### src/rtl/padc_pkg.sv
package padc_pkg;
  // register select field on the data bus
  localparam int SEL_MSB = 7;
  localparam int SEL_LSB = 6;
  localparam logic [1:0] SEL_CONV = 2'h0;
  localparam logic [1:0] SEL_FMT = 2'h1;
  // conversion control field positions
  localparam int START_MODE_POS = 5;
  localparam int PWR_DOWN_POS = 4;
  localparam int CLOCK_SOURCE_POS = 3;
  localparam int DONE_MODE_POS = 2;
  // format control field positions
  localparam int OSC_SPEED_POS = 4;
  localparam int OUTPUT_FORMAT_POS = 1;
  // values after reset and after hardware configuration
  localparam logic [5:0] CONV_RESET = 6'h00;
  localparam logic [5:0] FMT_RESET = 6'h00;
  // sequencing counts in core clock cycles, power-down count in reference cycles, clock rates in MHz
  localparam int SAMPLE_CYCLES = 6;
  localparam int CONVERT_CYCLES = 10;
  localparam int TOTAL_CYCLES = SAMPLE_CYCLES + CONVERT_CYCLES;
  localparam int SOFT_PD_CYCLES = 2;
  localparam int OSC_SLOW_MHZ = 10;
  localparam int OSC_FAST_MHZ = 20;
  localparam int REF_MHZ = 25;
  // sequencer states
  typedef enum logic [2:0] {
    PADC_IDLE, PADC_SAMPLE, PADC_CONVERT, PADC_DONE, PADC_AUTO_PD
  } padc_state_e;
  // strobes after synchronising
  typedef struct packed {
    logic csN;
    logic rdN;
    logic wrN;
    logic startN;
  } padc_pins_s;
endpackage : padc_pkg

### src/rtl/padc_ctrl.sv
`timescale 1ns/1ps
// Behaviour
// - sixteen core clocks per software-started sample and conversion
// - bits seven and six pick register
// - each write replaces whole register
// - write held low plus read loads zeros
// - software: write rise first, read rise after
// - software sampling lasts six core clocks
// - conversion lasts ten core clocks after sampling
// - hardware sampling lasts while strobe low
// - one interrupt pulse per conversion
// - end-of-conversion low during conversion
// - result valid from interrupt rising edge
// - no read next cycle: auto power-down
// - chip select high: deep power-down, keep registers
// - code saturates at both references
// - internal clock starts on trigger edge
// - clock source bit selects oscillator or external
// - oscillator speed bit picks 10 or 20
// - format bit selects binary or twos complement
// - data captured on write rise, select low
module padc_ctrl #(
  parameter int DATA_W = 8
) (
  input wire logic ref_clk,
  input wire logic rst_b,
  input wire logic csN,
  input wire logic rdN,
  input wire logic wrN,
  input wire logic hwStartStrobeN,
  input wire logic extClk,
  input wire logic [DATA_W-1:0] dataIn,
  input wire logic compareHigh,
  output logic [DATA_W-1:0] dataOut,
  output logic dataOe,
  output logic doneN,
  output logic sampleHold,
  output logic [DATA_W-1:0] dacCode,
  output logic comparatorOn,
  output logic softPowerDown,
  output logic autoPowerDown
);
  // three-stage synchronisers for the host strobes and the external clock
  padc_pkg::padc_pins_s pinS1, pinS2, pinS3;
  logic extS1, extS2, extS3;
  logic [DATA_W-1:0] dataS1, dataS2, dataS3;
  // agreed levels, moved only when stages two and three match
  padc_pkg::padc_pins_s pinA;
  logic extA;
  // registers and sequencer
  logic [5:0] conversion_control_reg;
  logic [5:0] format_control_reg;
  padc_pkg::padc_state_e state_reg;
  logic [3:0] cycleCnt_reg;
  logic [DATA_W-1:0] sar_reg;
  logic [DATA_W-1:0] result_reg;
  logic [DATA_W-1:0] bitMask_reg;
  logic firstStart_reg;
  logic [4:0] oscAcc_reg;
  logic [1:0] softPdCnt_reg;
  // decoded strobes from agreeing second and third stages, plus coreTick, which comes from the oscillator when the internal clock is used
  logic wrRise, rdRise, rdFall, stFall, stRise, extRise, coreTick;
  logic startMode, useExt, doneIsEoc;

  // stage one feeds stage two only; stage three is the agreement stage
  // the data bus gets three stages too, so it stays aligned with the
  // write strobe edge that is reported in the same cycle that stage three changes
  always_ff @(posedge ref_clk) begin
    if (!rst_b) begin
      pinS1 <= '1;
      pinS2 <= '1;
      pinS3 <= '1;
      extS1 <= 1'b0;
      extS2 <= 1'b0;
      extS3 <= 1'b0;
      dataS1 <= '0;
      dataS2 <= '0;
      dataS3 <= '0;
    end else begin
      pinS1 <= '{csN: csN, rdN: rdN, wrN: wrN, startN: hwStartStrobeN};
      pinS2 <= pinS1;
      pinS3 <= pinS2;
      extS1 <= extClk;
      extS2 <= extS1;
      extS3 <= extS2;
      dataS1 <= dataIn;
      dataS2 <= dataS1;
      dataS3 <= dataS2;
    end
  end

  // agreed levels: a change counts only once stages two and three agree,
  // so a first stage that settled late can never give a double edge
  // strobes idle high after reset, so no false edge follows release
  always_ff @(posedge ref_clk) begin
    if (!rst_b) begin
      pinA <= '1;
      extA <= 1'b0;
    end else begin
      // chip select level
      if (pinS2.csN == pinS3.csN) begin
        pinA.csN <= pinS3.csN;
      end
      // read strobe level
      if (pinS2.rdN == pinS3.rdN) begin
        pinA.rdN <= pinS3.rdN;
      end
      // write strobe level
      if (pinS2.wrN == pinS3.wrN) begin
        pinA.wrN <= pinS3.wrN;
      end
      // hardware start strobe level
      if (pinS2.startN == pinS3.startN) begin
        pinA.startN <= pinS3.startN;
      end
      // external core clock level
      if (extS2 == extS3) begin
        extA <= extS3;
      end
    end
  end

  // rising edge: late stages agree high, agreed copy still low
  function automatic logic riseOf(input logic s2, input logic s3, input logic agreed);
    riseOf = (s2 == s3) && s3 && !agreed;
  endfunction : riseOf

  // falling edge: late stages agree low, agreed copy still high
  function automatic logic fallOf(input logic s2, input logic s3, input logic agreed);
    fallOf = (s2 == s3) && !s3 && agreed;
  endfunction : fallOf

  // edges last exactly one cycle, as the agreed copy follows next edge
  // host strobes count only while chip select is agreed low
  assign wrRise = riseOf(pinS2.wrN, pinS3.wrN, pinA.wrN) && !pinA.csN;
  assign rdRise = riseOf(pinS2.rdN, pinS3.rdN, pinA.rdN) && !pinA.csN;
  assign rdFall = fallOf(pinS2.rdN, pinS3.rdN, pinA.rdN) && !pinA.csN;
  assign stFall = fallOf(pinS2.startN, pinS3.startN, pinA.startN);
  assign stRise = riseOf(pinS2.startN, pinS3.startN, pinA.startN);
  assign extRise = riseOf(extS2, extS3, extA);
  assign startMode = conversion_control_reg[padc_pkg::START_MODE_POS];
  assign useExt = conversion_control_reg[padc_pkg::CLOCK_SOURCE_POS];
  assign doneIsEoc = conversion_control_reg[padc_pkg::DONE_MODE_POS];

  // internal oscillator as a phase accumulator on ref_clk; it restarts
  // on every trigger so the first tick lands a full period later
  always_ff @(posedge ref_clk) begin
    if (!rst_b) begin
      oscAcc_reg <= '0;
    end else if (state_reg == padc_pkg::PADC_IDLE || state_reg == padc_pkg::PADC_AUTO_PD) begin
      oscAcc_reg <= '0;
    end else if (coreTick) begin
      oscAcc_reg <= oscAcc_reg + oscStep() - 5'(padc_pkg::REF_MHZ);
    end else begin
      oscAcc_reg <= oscAcc_reg + oscStep();
    end
  end

  // step size from the oscillator speed bit
  function automatic logic [4:0] oscStep();
    oscStep = format_control_reg[padc_pkg::OSC_SPEED_POS]
      ? 5'(padc_pkg::OSC_FAST_MHZ) : 5'(padc_pkg::OSC_SLOW_MHZ);
  endfunction : oscStep

  // core clock enable: external edge or oscillator wrap
  always_comb begin
    if (useExt) begin
      coreTick = extRise;
    end else begin
      coreTick = ({1'b0, oscAcc_reg} + {1'b0, oscStep()}) >= 6'(padc_pkg::REF_MHZ);
    end
  end

  // register writes; hardware configuration when write stays low
  always_ff @(posedge ref_clk) begin
    if (!rst_b) begin
      conversion_control_reg <= padc_pkg::CONV_RESET;
      format_control_reg <= padc_pkg::FMT_RESET;
    end else if (rdFall && !pinS3.wrN) begin
      // write seen low in the same stage as the read fall, so a write
      // tied low and a dummy read together give the default setup
      conversion_control_reg <= padc_pkg::CONV_RESET;
      format_control_reg <= padc_pkg::FMT_RESET;
    end else if (wrRise) begin
      // whole six bits replaced, no masking
      // select codes two and three address nothing and are dropped
      if (dataS3[padc_pkg::SEL_MSB:padc_pkg::SEL_LSB] == padc_pkg::SEL_CONV) begin
        conversion_control_reg <= dataS3[5:0];
      end else if (dataS3[padc_pkg::SEL_MSB:padc_pkg::SEL_LSB] == padc_pkg::SEL_FMT) begin
        format_control_reg <= dataS3[5:0];
      end
    end
  end

  // sequencer: sample, convert ten ticks, then done and power-down
  // the mode bit is read as it stood before the current write lands, so
  // the write that selects software start only configures; the next
  // write rising edge starts the first sampling period
  // limitation: a read rise before that first write is ignored, and a
  // chip select excursion rearms the first-start write
  always_ff @(posedge ref_clk) begin
    if (!rst_b) begin
      state_reg <= padc_pkg::PADC_IDLE;
      cycleCnt_reg <= '0;
      firstStart_reg <= 1'b1;
    end else if (pinA.csN) begin
      // deep power-down holds the sequencer, registers kept
      state_reg <= padc_pkg::PADC_IDLE;
      cycleCnt_reg <= '0;
      firstStart_reg <= 1'b1;
    end else begin
      case (state_reg)
        padc_pkg::PADC_IDLE, padc_pkg::PADC_AUTO_PD: begin
          if (!startMode && stFall) begin
            state_reg <= padc_pkg::PADC_SAMPLE;
            cycleCnt_reg <= '0;
          end else if (startMode && ((firstStart_reg && wrRise) || (!firstStart_reg && rdRise))) begin
            state_reg <= padc_pkg::PADC_SAMPLE;
            firstStart_reg <= 1'b0;
            cycleCnt_reg <= '0;
          end
        end
        padc_pkg::PADC_SAMPLE: begin
          if (!startMode) begin
            if (stRise) begin
              state_reg <= padc_pkg::PADC_CONVERT;
              cycleCnt_reg <= '0;
            end
          end else if (coreTick) begin
            if (cycleCnt_reg == 4'(padc_pkg::SAMPLE_CYCLES - 1)) begin
              state_reg <= padc_pkg::PADC_CONVERT;
              cycleCnt_reg <= '0;
            end else begin
              cycleCnt_reg <= cycleCnt_reg + 4'h1;
            end
          end
        end
        padc_pkg::PADC_CONVERT: begin
          if (coreTick) begin
            if (cycleCnt_reg == 4'(padc_pkg::CONVERT_CYCLES - 1)) begin
              state_reg <= padc_pkg::PADC_DONE;
              cycleCnt_reg <= '0;
            end else begin
              cycleCnt_reg <= cycleCnt_reg + 4'h1;
            end
          end
        end
        default: begin
          // one core clock window to see a read
          if (rdFall) begin
            state_reg <= padc_pkg::PADC_IDLE;
          end else if (coreTick) begin
            state_reg <= padc_pkg::PADC_AUTO_PD;
          end
        end
      endcase
    end
  end

  // successive approximation, one bit per tick for the first eight ticks
  // the trial code output is loaded in the same edge as the trial
  // register, so the comparator already sees the new trial when core
  // ticks fall on consecutive reference cycles (fast oscillator)
  // the last two ticks of the ten only pad the conversion time
  always_ff @(posedge ref_clk) begin
    if (!rst_b) begin
      sar_reg <= '0;
      dacCode <= '0;
      bitMask_reg <= '0;
      result_reg <= '0;
    end else if (state_reg == padc_pkg::PADC_SAMPLE) begin
      // trial starts at mid-scale
      sar_reg <= {1'b1, {(DATA_W-1){1'b0}}};
      dacCode <= {1'b1, {(DATA_W-1){1'b0}}};
      bitMask_reg <= {1'b1, {(DATA_W-1){1'b0}}};
    end else if (state_reg == padc_pkg::PADC_CONVERT && coreTick) begin
      if (bitMask_reg != '0) begin
        // comparator high keeps the bit; all ones or all zeros saturate
        sar_reg <= (compareHigh ? sar_reg : (sar_reg & ~bitMask_reg)) | (bitMask_reg >> 1);
        dacCode <= (compareHigh ? sar_reg : (sar_reg & ~bitMask_reg)) | (bitMask_reg >> 1);
        bitMask_reg <= bitMask_reg >> 1;
      end
      if (cycleCnt_reg == 4'(padc_pkg::CONVERT_CYCLES - 1)) begin
        // result latched before done so it is valid at the done edge
        result_reg <= format_control_reg[padc_pkg::OUTPUT_FORMAT_POS]
          ? (sar_reg ^ {1'b1, {(DATA_W-1){1'b0}}}) : sar_reg;
      end
    end
  end

  // done line, read bus and power flags
  // every output is a flop, so each one trails the state by one cycle;
  // the host sees done and the bus enable one reference cycle late
  always_ff @(posedge ref_clk) begin
    if (!rst_b) begin
      doneN <= 1'b1;
      dataOut <= '0;
      dataOe <= 1'b0;
      sampleHold <= 1'b0;
      comparatorOn <= 1'b0;
      autoPowerDown <= 1'b0;
      softPowerDown <= 1'b0;
      softPdCnt_reg <= '0;
    end else begin
      if (doneIsEoc) begin
        doneN <= (state_reg != padc_pkg::PADC_CONVERT);
      end else begin
        // low for the done state only: one pulse, rising edge marks data
        doneN <= (state_reg != padc_pkg::PADC_DONE);
      end
      dataOut <= result_reg;
      // bus driven only in a read with write high, never during setup
      dataOe <= !pinA.csN && !pinA.rdN && pinA.wrN;
      sampleHold <= (state_reg == padc_pkg::PADC_SAMPLE);
      comparatorOn <= !pinA.csN && (state_reg == padc_pkg::PADC_CONVERT);
      autoPowerDown <= (state_reg == padc_pkg::PADC_AUTO_PD);
      // deep power-down after chip select high; host honours minimum times
      // the counter saturates so the flag stays up for any long deselect
      if (!pinA.csN) begin
        softPdCnt_reg <= '0;
        softPowerDown <= 1'b0;
      end else if (softPdCnt_reg != 2'(padc_pkg::SOFT_PD_CYCLES)) begin
        softPdCnt_reg <= softPdCnt_reg + 2'h1;
        softPowerDown <= 1'b1;
      end
    end
  end
endmodule : padc_ctrl

### config.mk
export PLATFORM = sky130hd
export DESIGN_NAME = padc_ctrl
export DESIGN_NICKNAME = d
export VERILOG_FILES = /design/src/rtl/padc_pkg.sv /design/src/rtl/padc_ctrl.sv
export SDC_FILE = /design/constraint.sdc
export NUM_CORES = 1
export LEC_CHECK = 0
export ABC_AREA = 1
export CAP_MARGIN = 20
export CORE_UTILIZATION = 60
export DETAILED_ROUTE_END_ITERATION = 10
export DONT_BUFFER_PORTS = 1
export PLACE_DENSITY = 0.75
export SLEW_MARGIN = 25
export SYNTH_ARGS = -nofsm -noshare
export SYNTH_HDL_FRONTEND = slang
export SYNTH_SLANG_ARGS = --single-unit
export TNS_END_PERCENT = 100
### constraint.sdc
create_clock -name ref_clk -period 2.5 [get_ports ref_clk]
set_input_delay 0.5 -clock ref_clk [delete_from_list [all_inputs] [get_ports ref_clk]]
set_output_delay 0.5 -clock ref_clk [all_outputs]
set_load 0.01 [all_outputs]
==> results of run 1 <==
cell usage after synthesis:
library cell and n:
o21ai_2 1, ha_1 15, buf_6 1, nand3_1 21, o21bai_1 2, inv_2 3
dfxtp_1 99, a211oi_1 1, nand3b_1 2, nand4_4 1, clkbuf_1 7, nor2_4 1
nand2_4 1, nand3_2 1, o211ai_1 1, nand2_1 95, nor2_1 56, a21oi_1 34
nor3_4 1, nand2_2 7, or2_0 1, a31oi_1 1, inv_1 74, a21oi_2 1
nor3_1 3, nand4_1 14, o21ai_0 21, nor4_1 2, nand4_2 1, nand3_4 2
nor3_2 1, xor2_1 3, nor2_2 1, xnor2_1 2, or2_2 11, buf_2 4
clkinv_1 1, fa_1 1
cells by family (layout without fill, tap and decap cells):
logic type | count (synthesis) | count (layout)
simple gates | 222 | 222
compound gates | 62 | 62
buf+inv | 90 | 97
fa+ha+maj | 16 | 16
flops | 99 | 99
xor+xnor | 5 | 5
per-stage QoR:
stage | power [mW] | hold WS, ns
CTS | 2.829 | 0.2048
finish | 2.801 | 0.2321
global placement | 1.743 | 0.3923
global route | 2.906 | 0.2036
floorplan | 1.742 | 0.3905
detailed placement | 1.749 | 0.3957
layer usage:
| metal | part of all wire | routed length (um) | track usage | vias up |
|---|---|---|---|---|
| li1 | - | - | - | 1561 |
| met1 | 0.46 | 3232 | 0.2652 | 1373 |
| met2 | 0.47 | 3323 | 0.3644 | 58 |
| met3 | 0.051 | 357 | 0.06561 | 7 |
| met4 | 0.012 | 82 | 0.07053 | 0 |
| met5 | 0 | 0 | 0 | - |
final timing paths:
path	depth (start not counted)	end	from	slack, ns
max	13	result_reg[2]$_SDFFE_PN0P_	format_control_reg[4]$_SDFFE_PP0P_	0.20
min	2	dataS1[2]$_SDFF_PN0_	dataIn[2]	0.23
max reg2reg	13	result_reg[2]$_SDFFE_PN0P_	format_control_reg[4]$_SDFFE_PP0P_	0.20
min reg2reg	2	dataS2[6]$_SDFF_PN0_	dataS1[6]$_SDFF_PN0_	0.42
critical path, cell delays in order (launching register included):
cell and delay (ns):
dfxtp_1 0.34, inv_1 0.06, ha_1 0.23, fa_1 0.51, inv_1 0.08, nand2_1 0.08
nand3_2 0.10, nand2_2 0.09, nand3_4 0.08, nand2_4 0.11, nand4_4 0.17, nor2_4 0.24
nor2_1 0.07, nor2_1 0.09
what timing repair did:
item / CTS / global route
setup endpoints to repair: 0 / 1
gates resized for setup: 0 / 1
hold buffers: 0 / 0
report_power, final:
part           leakage, nW  internal, mW  switching (mW)
clock network        0.111         0.513           0.577
registers            0.805          1.62          0.0178
logic                 1.15        0.0315          0.0448
final cells by class:
| type | instances | area (um2) |
|---|---|---|
| Multi-Input combinational cell | 305 | 1644 |
| Sequential cell | 99 | 1982 |
| Fill cell | 524 | 2083 |
| Clock inverter | 6 | 78.83 |
| Tap cell | 77 | 96.34 |
| Inverter | 78 | 292.8 |
| Clock buffer | 10 | 137.6 |
| Timing Repair Buffer | 3 | 35.03 |
==> impl_results.md, run 1 <==
- Worst Hold Class: input port to flip-flop
- CTS Root Cell: clkbuf_8
- Vias in the first global route: between 2000 and 3000
- Synth top area share: 0.4995
- Synth Register Bits: 99
- Mapped Nets: 526
- Die area: slightly below 0.007 mm2
- Clock slew at reported path FFs: 0.10 ns
- Netlist cell types: 38
- Pre-CTS setup slack: 0.1828 ns
- Seq/Total Area, Yosys: 0.4995
- Most frequent cells in the layout: dfxtp_1, nand2_1, inv_1, nor2_1, a21oi_1
- Initial drt markers: 132
- Post-Synth XOR/XNOR Area: 0.01104
- Max Clock Skew: 0.006121 ns
- Gr usage total: 0.2167
- Residual DRC count: 0
- Largest family of logic cells by synthesized area: simple AND/OR/NAND/NOR gates
- Clock latency on the worst-skew pair: 0.36 ns
- Hpwl dp: 4819 um
- Crit end category: flip-flop
- Final Non-Filler Cells: 578
- Setup violators final: 0
- Synth Warn #: 0
- Vias per std cell: ~5.2
- NumNets Final: ~530
- H-tree Lvls: 3
- DR vias: around 3000
- Final WS setup: 0.2029 ns
- Post-CTS Setup Inserts: 0
- Initial antenna violation count: 0
- Slew at the pin with the worst max-slew slack: ~0.56 ns
- Synthesized area: 0.003968 mm2
- Syn avg cell area: 8.031 um2
- Period utilization: 0.9188
- Post-synth top area cell: dfxtp_1
- PwrDens: 656.5 mW/mm2
- Final core utilization: 0.6719
- Critical path peak fanout: 9
- FP Rows: 29
- Die width: 83.32 um
- Simple-gate share of the synthesized area: 0.2658
- Fin Setup TNS: 0 ns
- Port bufs: 0
- Min Clock Period, post-route: 2.297 ns
- IR drop worst, VDD: 0.0005957 V
- Final Hold Viols: 0
- Post-Syn Instances: 494
- ANT cells: 0
- CP required: 2.80 ns
- GP Congestion: 0.8590
- Crit start category: flip-flop
- 1st-pass router iterations: 4
- Die height: ~83 um
- Num CTS Buffers: 9
- Crit Path Class: flip-flop to flip-flop
- Global-route wire length before repair: 12050 um
- Commonest non-fill, non-tap cell in the layout: dfxtp_1
- Cell Area, Placed: 0.004041 mm2
- CTS tree: yes
- Remaining antenna violation count after routing: 0
- Worst-case clock buffer depth: 2
- Area Growth Syn to Fin: 7.537%
- Status: complete, no violations
- Worst slew margin: 0.6264
- Mux cell area share after synthesis: 0
- Clock tree sinks: 99
- Routed WL per cell: approximately 12 um
- Max-cap violations: 0
- RSZ-0062 raised after global routing: yes
- Num ports: 38
- Total Routed Length: 6996 um
- Leak: 2.067 nW
- Synth Area in Compound Gates: 0.08294
- Layout cells sized above 1: 0.1038
- Core box area: roughly 0.0063 mm2
- GR Overflow Total: 0
- Largest net degree at the start of global routing: 44
- CP Data Arrival Time: roughly 2.6 ns
- Max Slew Vio Count: 0
- Fmax: 0.4353 GHz
- Placed instance count: 562
- Initial Util: 0.6248
- Design area: 0.004267 mm2
- Ranking of synthesized cells by area: dfxtp_1, nand2_1, inv_1
- Post-Synth Adder-Cell Area: 0.05235
Note: power is estimated with default switching activity, not from simulation.
==> inputs of run 2 (changes only) <==
Settings changed: ABC_AREA 1 to 0, TNS_END_PERCENT 100 to 50.
==> run 2 against run 1 <==
Effect of this change: worst setup slack lost 0.14 ns; core utilization grew 2.0 points; synthesized area is 3.2% lower; combinational power is 22% higher; largest cell class unchanged.
==> impl_results.md, run 2 <==
- Max-cap violations: 0
- Vias per std cell: 5.453
- CTS tree: yes
- Setup violators final: 0
- Synth top area share: 0.5158
- Critical path cell sequence: inv_1 > ha_2 > fa_2 > nand2b_4 > o221ai_4 > o21ai_4 > nand3_2 > buf_12 > nor3b_1 > o22ai_1
- Crit Path Class: flip-flop to flip-flop
- Initial Util: 0.6340
- GR Overflow Total: 0
- Count leader, synth: dfxtp_1
- Vias in the first global route: 2345
- Total power: 2.635 mW
- Crit end category: flip-flop
- Remaining antenna violation count after routing: 0
- Synth Warn #: 0
- Final Hold Viols: 0
- Fmax: 0.4100 GHz
- Critical path's top delay family: adder cells
- GP Congestion: 0.8131
- Period utilization: 0.9757
- Max Slew Vio Count: 0
- Syn avg cell area: between 9 and 10 um2
- Num ports: 38
- Slowest-stage cell, CP: fa_2
- EDFF count, synth: 0
- Multi-input gate area: 0.001765 mm2
- Mapped Nets: 432
- ANT cells: 0
- FP Rows: 28
- Residual DRC count: 0
- Worst slew margin: 0.4558
- Most frequent cells in the layout: dfxtp_1, nand2_1, nor2_1, and2_1
- IR drop worst, VDD: 0.0006273 V
- Asr flop ratio synth: 0
- Crit-path max cell delay: 0.53 ns
- Initial antenna violation count: 0
- Mux cell area share after synthesis: 0.03908
- Clock slew at reported path FFs: 0.09 ns
- Die height: 82.03 um
- Leak: 1.733 nW
- Core box area: 0.006061 mm2
- Num CTS Buffers: 9
- Global-route wire length before repair: 10500 um
- Hold_ws: roughly 0.21 ns
- Synth cell count leaders: dfxtp_1, nand2_1, nor2_1
- Fillers: 503
- CP Launch Point: format_control_reg[4]$_SDFFE_PP0P_
- Clock latency on the worst-skew pair: roughly 0.35 ns
- Layout cells sized above 1: 0.1265
- Largest family of logic cells by synthesized area: simple AND/OR/NAND/NOR gates
- Status: complete, no violations
- Worst-case clock buffer depth: 2
- Ranking of synthesized cells by area: dfxtp_1, ha_1, nand2_1
- Min-delay src: rst_b
- Commonest non-fill, non-tap cell in the layout: dfxtp_1
- Crit start category: flip-flop
- Routed WL per cell: roughly 14 um
- Port bufs: 0
- Post-synth top area cell: dfxtp_1
- Gr usage total: 0.2070
- Area Growth Syn to Fin: 9.183%
- DR vias: 2650
- Netlist cell types: 50
- Min Clock Period, post-route: 2.439 ns
- Register area: slightly below 0.002 mm2
- Largest net degree at the start of global routing: 59
- Die area: 0.006728 mm2
- RSZ-0062 raised after global routing: yes
- CP required: approximately 2.8 ns
- 1st-pass router iterations: 4
- Synthesized area: 0.003842 mm2
- Seq/Total Area, Yosys: 0.5158
- Slew at the pin with the worst max-slew slack: 0.8132 ns
- Critical path peak fanout: 23
- PwrDens: between 600 and 700 mW/mm2
- Synth Register Bits: 99
- Clock tree sinks: just under 100
- Max Clock Skew: approximately 0.008 ns
- Initial drt markers: 106
- Die width: roughly 82 um
- CTS Root Cell: clkbuf_8
- Reg2Reg Launch Point: format_control_reg[4]$_SDFFE_PP0P_
- Worst Path Buf+Inv: 2
- Total Routed Length: 6643 um
- Synth Area in Compound Gates: 0.1254
- Hpwl dp: 4507 um
- CP Data Arrival Time: 2.69 ns
- Post-Synth XOR/XNOR Area: 0.01791
- H-tree Lvls: 3
- NumNets Final: 439
- Post-Synth Adder-Cell Area: 0.05405
- Post-Syn Instances: 400
- Simple-gate share of the synthesized area: 0.2100
- Ys flop type: dfxtp_1
- Worst Hold Class: input port to flip-flop
## run 2: cell types whose count changed after synthesis, sizes merged, moves of 11 or more
cell,before,now
nand2b,0,15
nand3,24,5
and2,0,24
a21oi,35,22
inv,77,21
nand4,16,2
nor2,58,41
nand2,103,43
mux2i,0,15
o22ai,0,11
## run 2: cell families after synthesis
kind of cell,Yosys count
simple gates,156
flops,99
compound gates,70
buf+inv,37
fa+ha+maj,16
mux,15
xor+xnor,7
## run 2: metal layers
layer	routed length [um]	GRT usage	vias up
met5	0	0	-
met2	3195	0.3471	41
met4	54	0.04035	0
met3	243	0.06333	9
li1	-	-	1361
met1	3150	0.2621	1239
## run 2: path summary, 6_finish.rpt
kind | to | slack (ns) | cells past startpoint
worst min-delay path | pinA[1]$_SDFFE_PN1N_ | 0.21 | 1
worst max-delay path | sar_reg[2]$_SDFFE_PP0P_ | 0.06 | 10
worst max register to register | sar_reg[2]$_SDFFE_PP0P_ | 0.06 | 10
worst min register to register | pinS2[2]$_SDFF_PN1_ | 0.41 | 1
## run 2: where the power goes
part	internal [mW]	total (mW)	switching, mW	leakage (nW)
Clock	0.366	0.901	0.535	0.0836
Combinational	0.0447	0.0934	0.0487	0.844
Sequential	1.62	1.64	0.0206	0.805
Total	2.03	2.64	0.604	1.73
## run 2: layout make-up
cell class              count  area share
well taps                  75     0.02237
multi-input cells         264      0.4208
inverters                  21     0.01879
clock buffers               9     0.02953
repair buffers             12     0.02446
flip-flops and latches     99      0.4724
clock inverters             6     0.01163
## run 2: through the flow
| stage | area, um2 | utilization | setup slack, ns | setup TNS [ns] | cells |
|---|---|---|---|---|---|
| floorplan | 3842 | - | 0.06757 | 0 | 400 |
| global placement | 3943 | 0.6505 | 0.08679 | 0 | 467 |
| detailed placement | 3943 | 0.6505 | 0.04660 | 0 | 467 |
| CTS | 4115 | 0.6790 | 0.01990 | 0 | 482 |
| global route | 4195 | 0.6922 | -0.02920 | -0.1463 | 486 |
| finish | 4195 | 0.6922 | 0.06075 | 0 | 486 |
## run 2: repair_timing
item,4_1_cts,5_1_grt
resized for setup,0,9
hold buffers,0,0
setup buffers,0,4
endpoints found under the hold margin,0,0
endpoints found under the setup margin,0,28
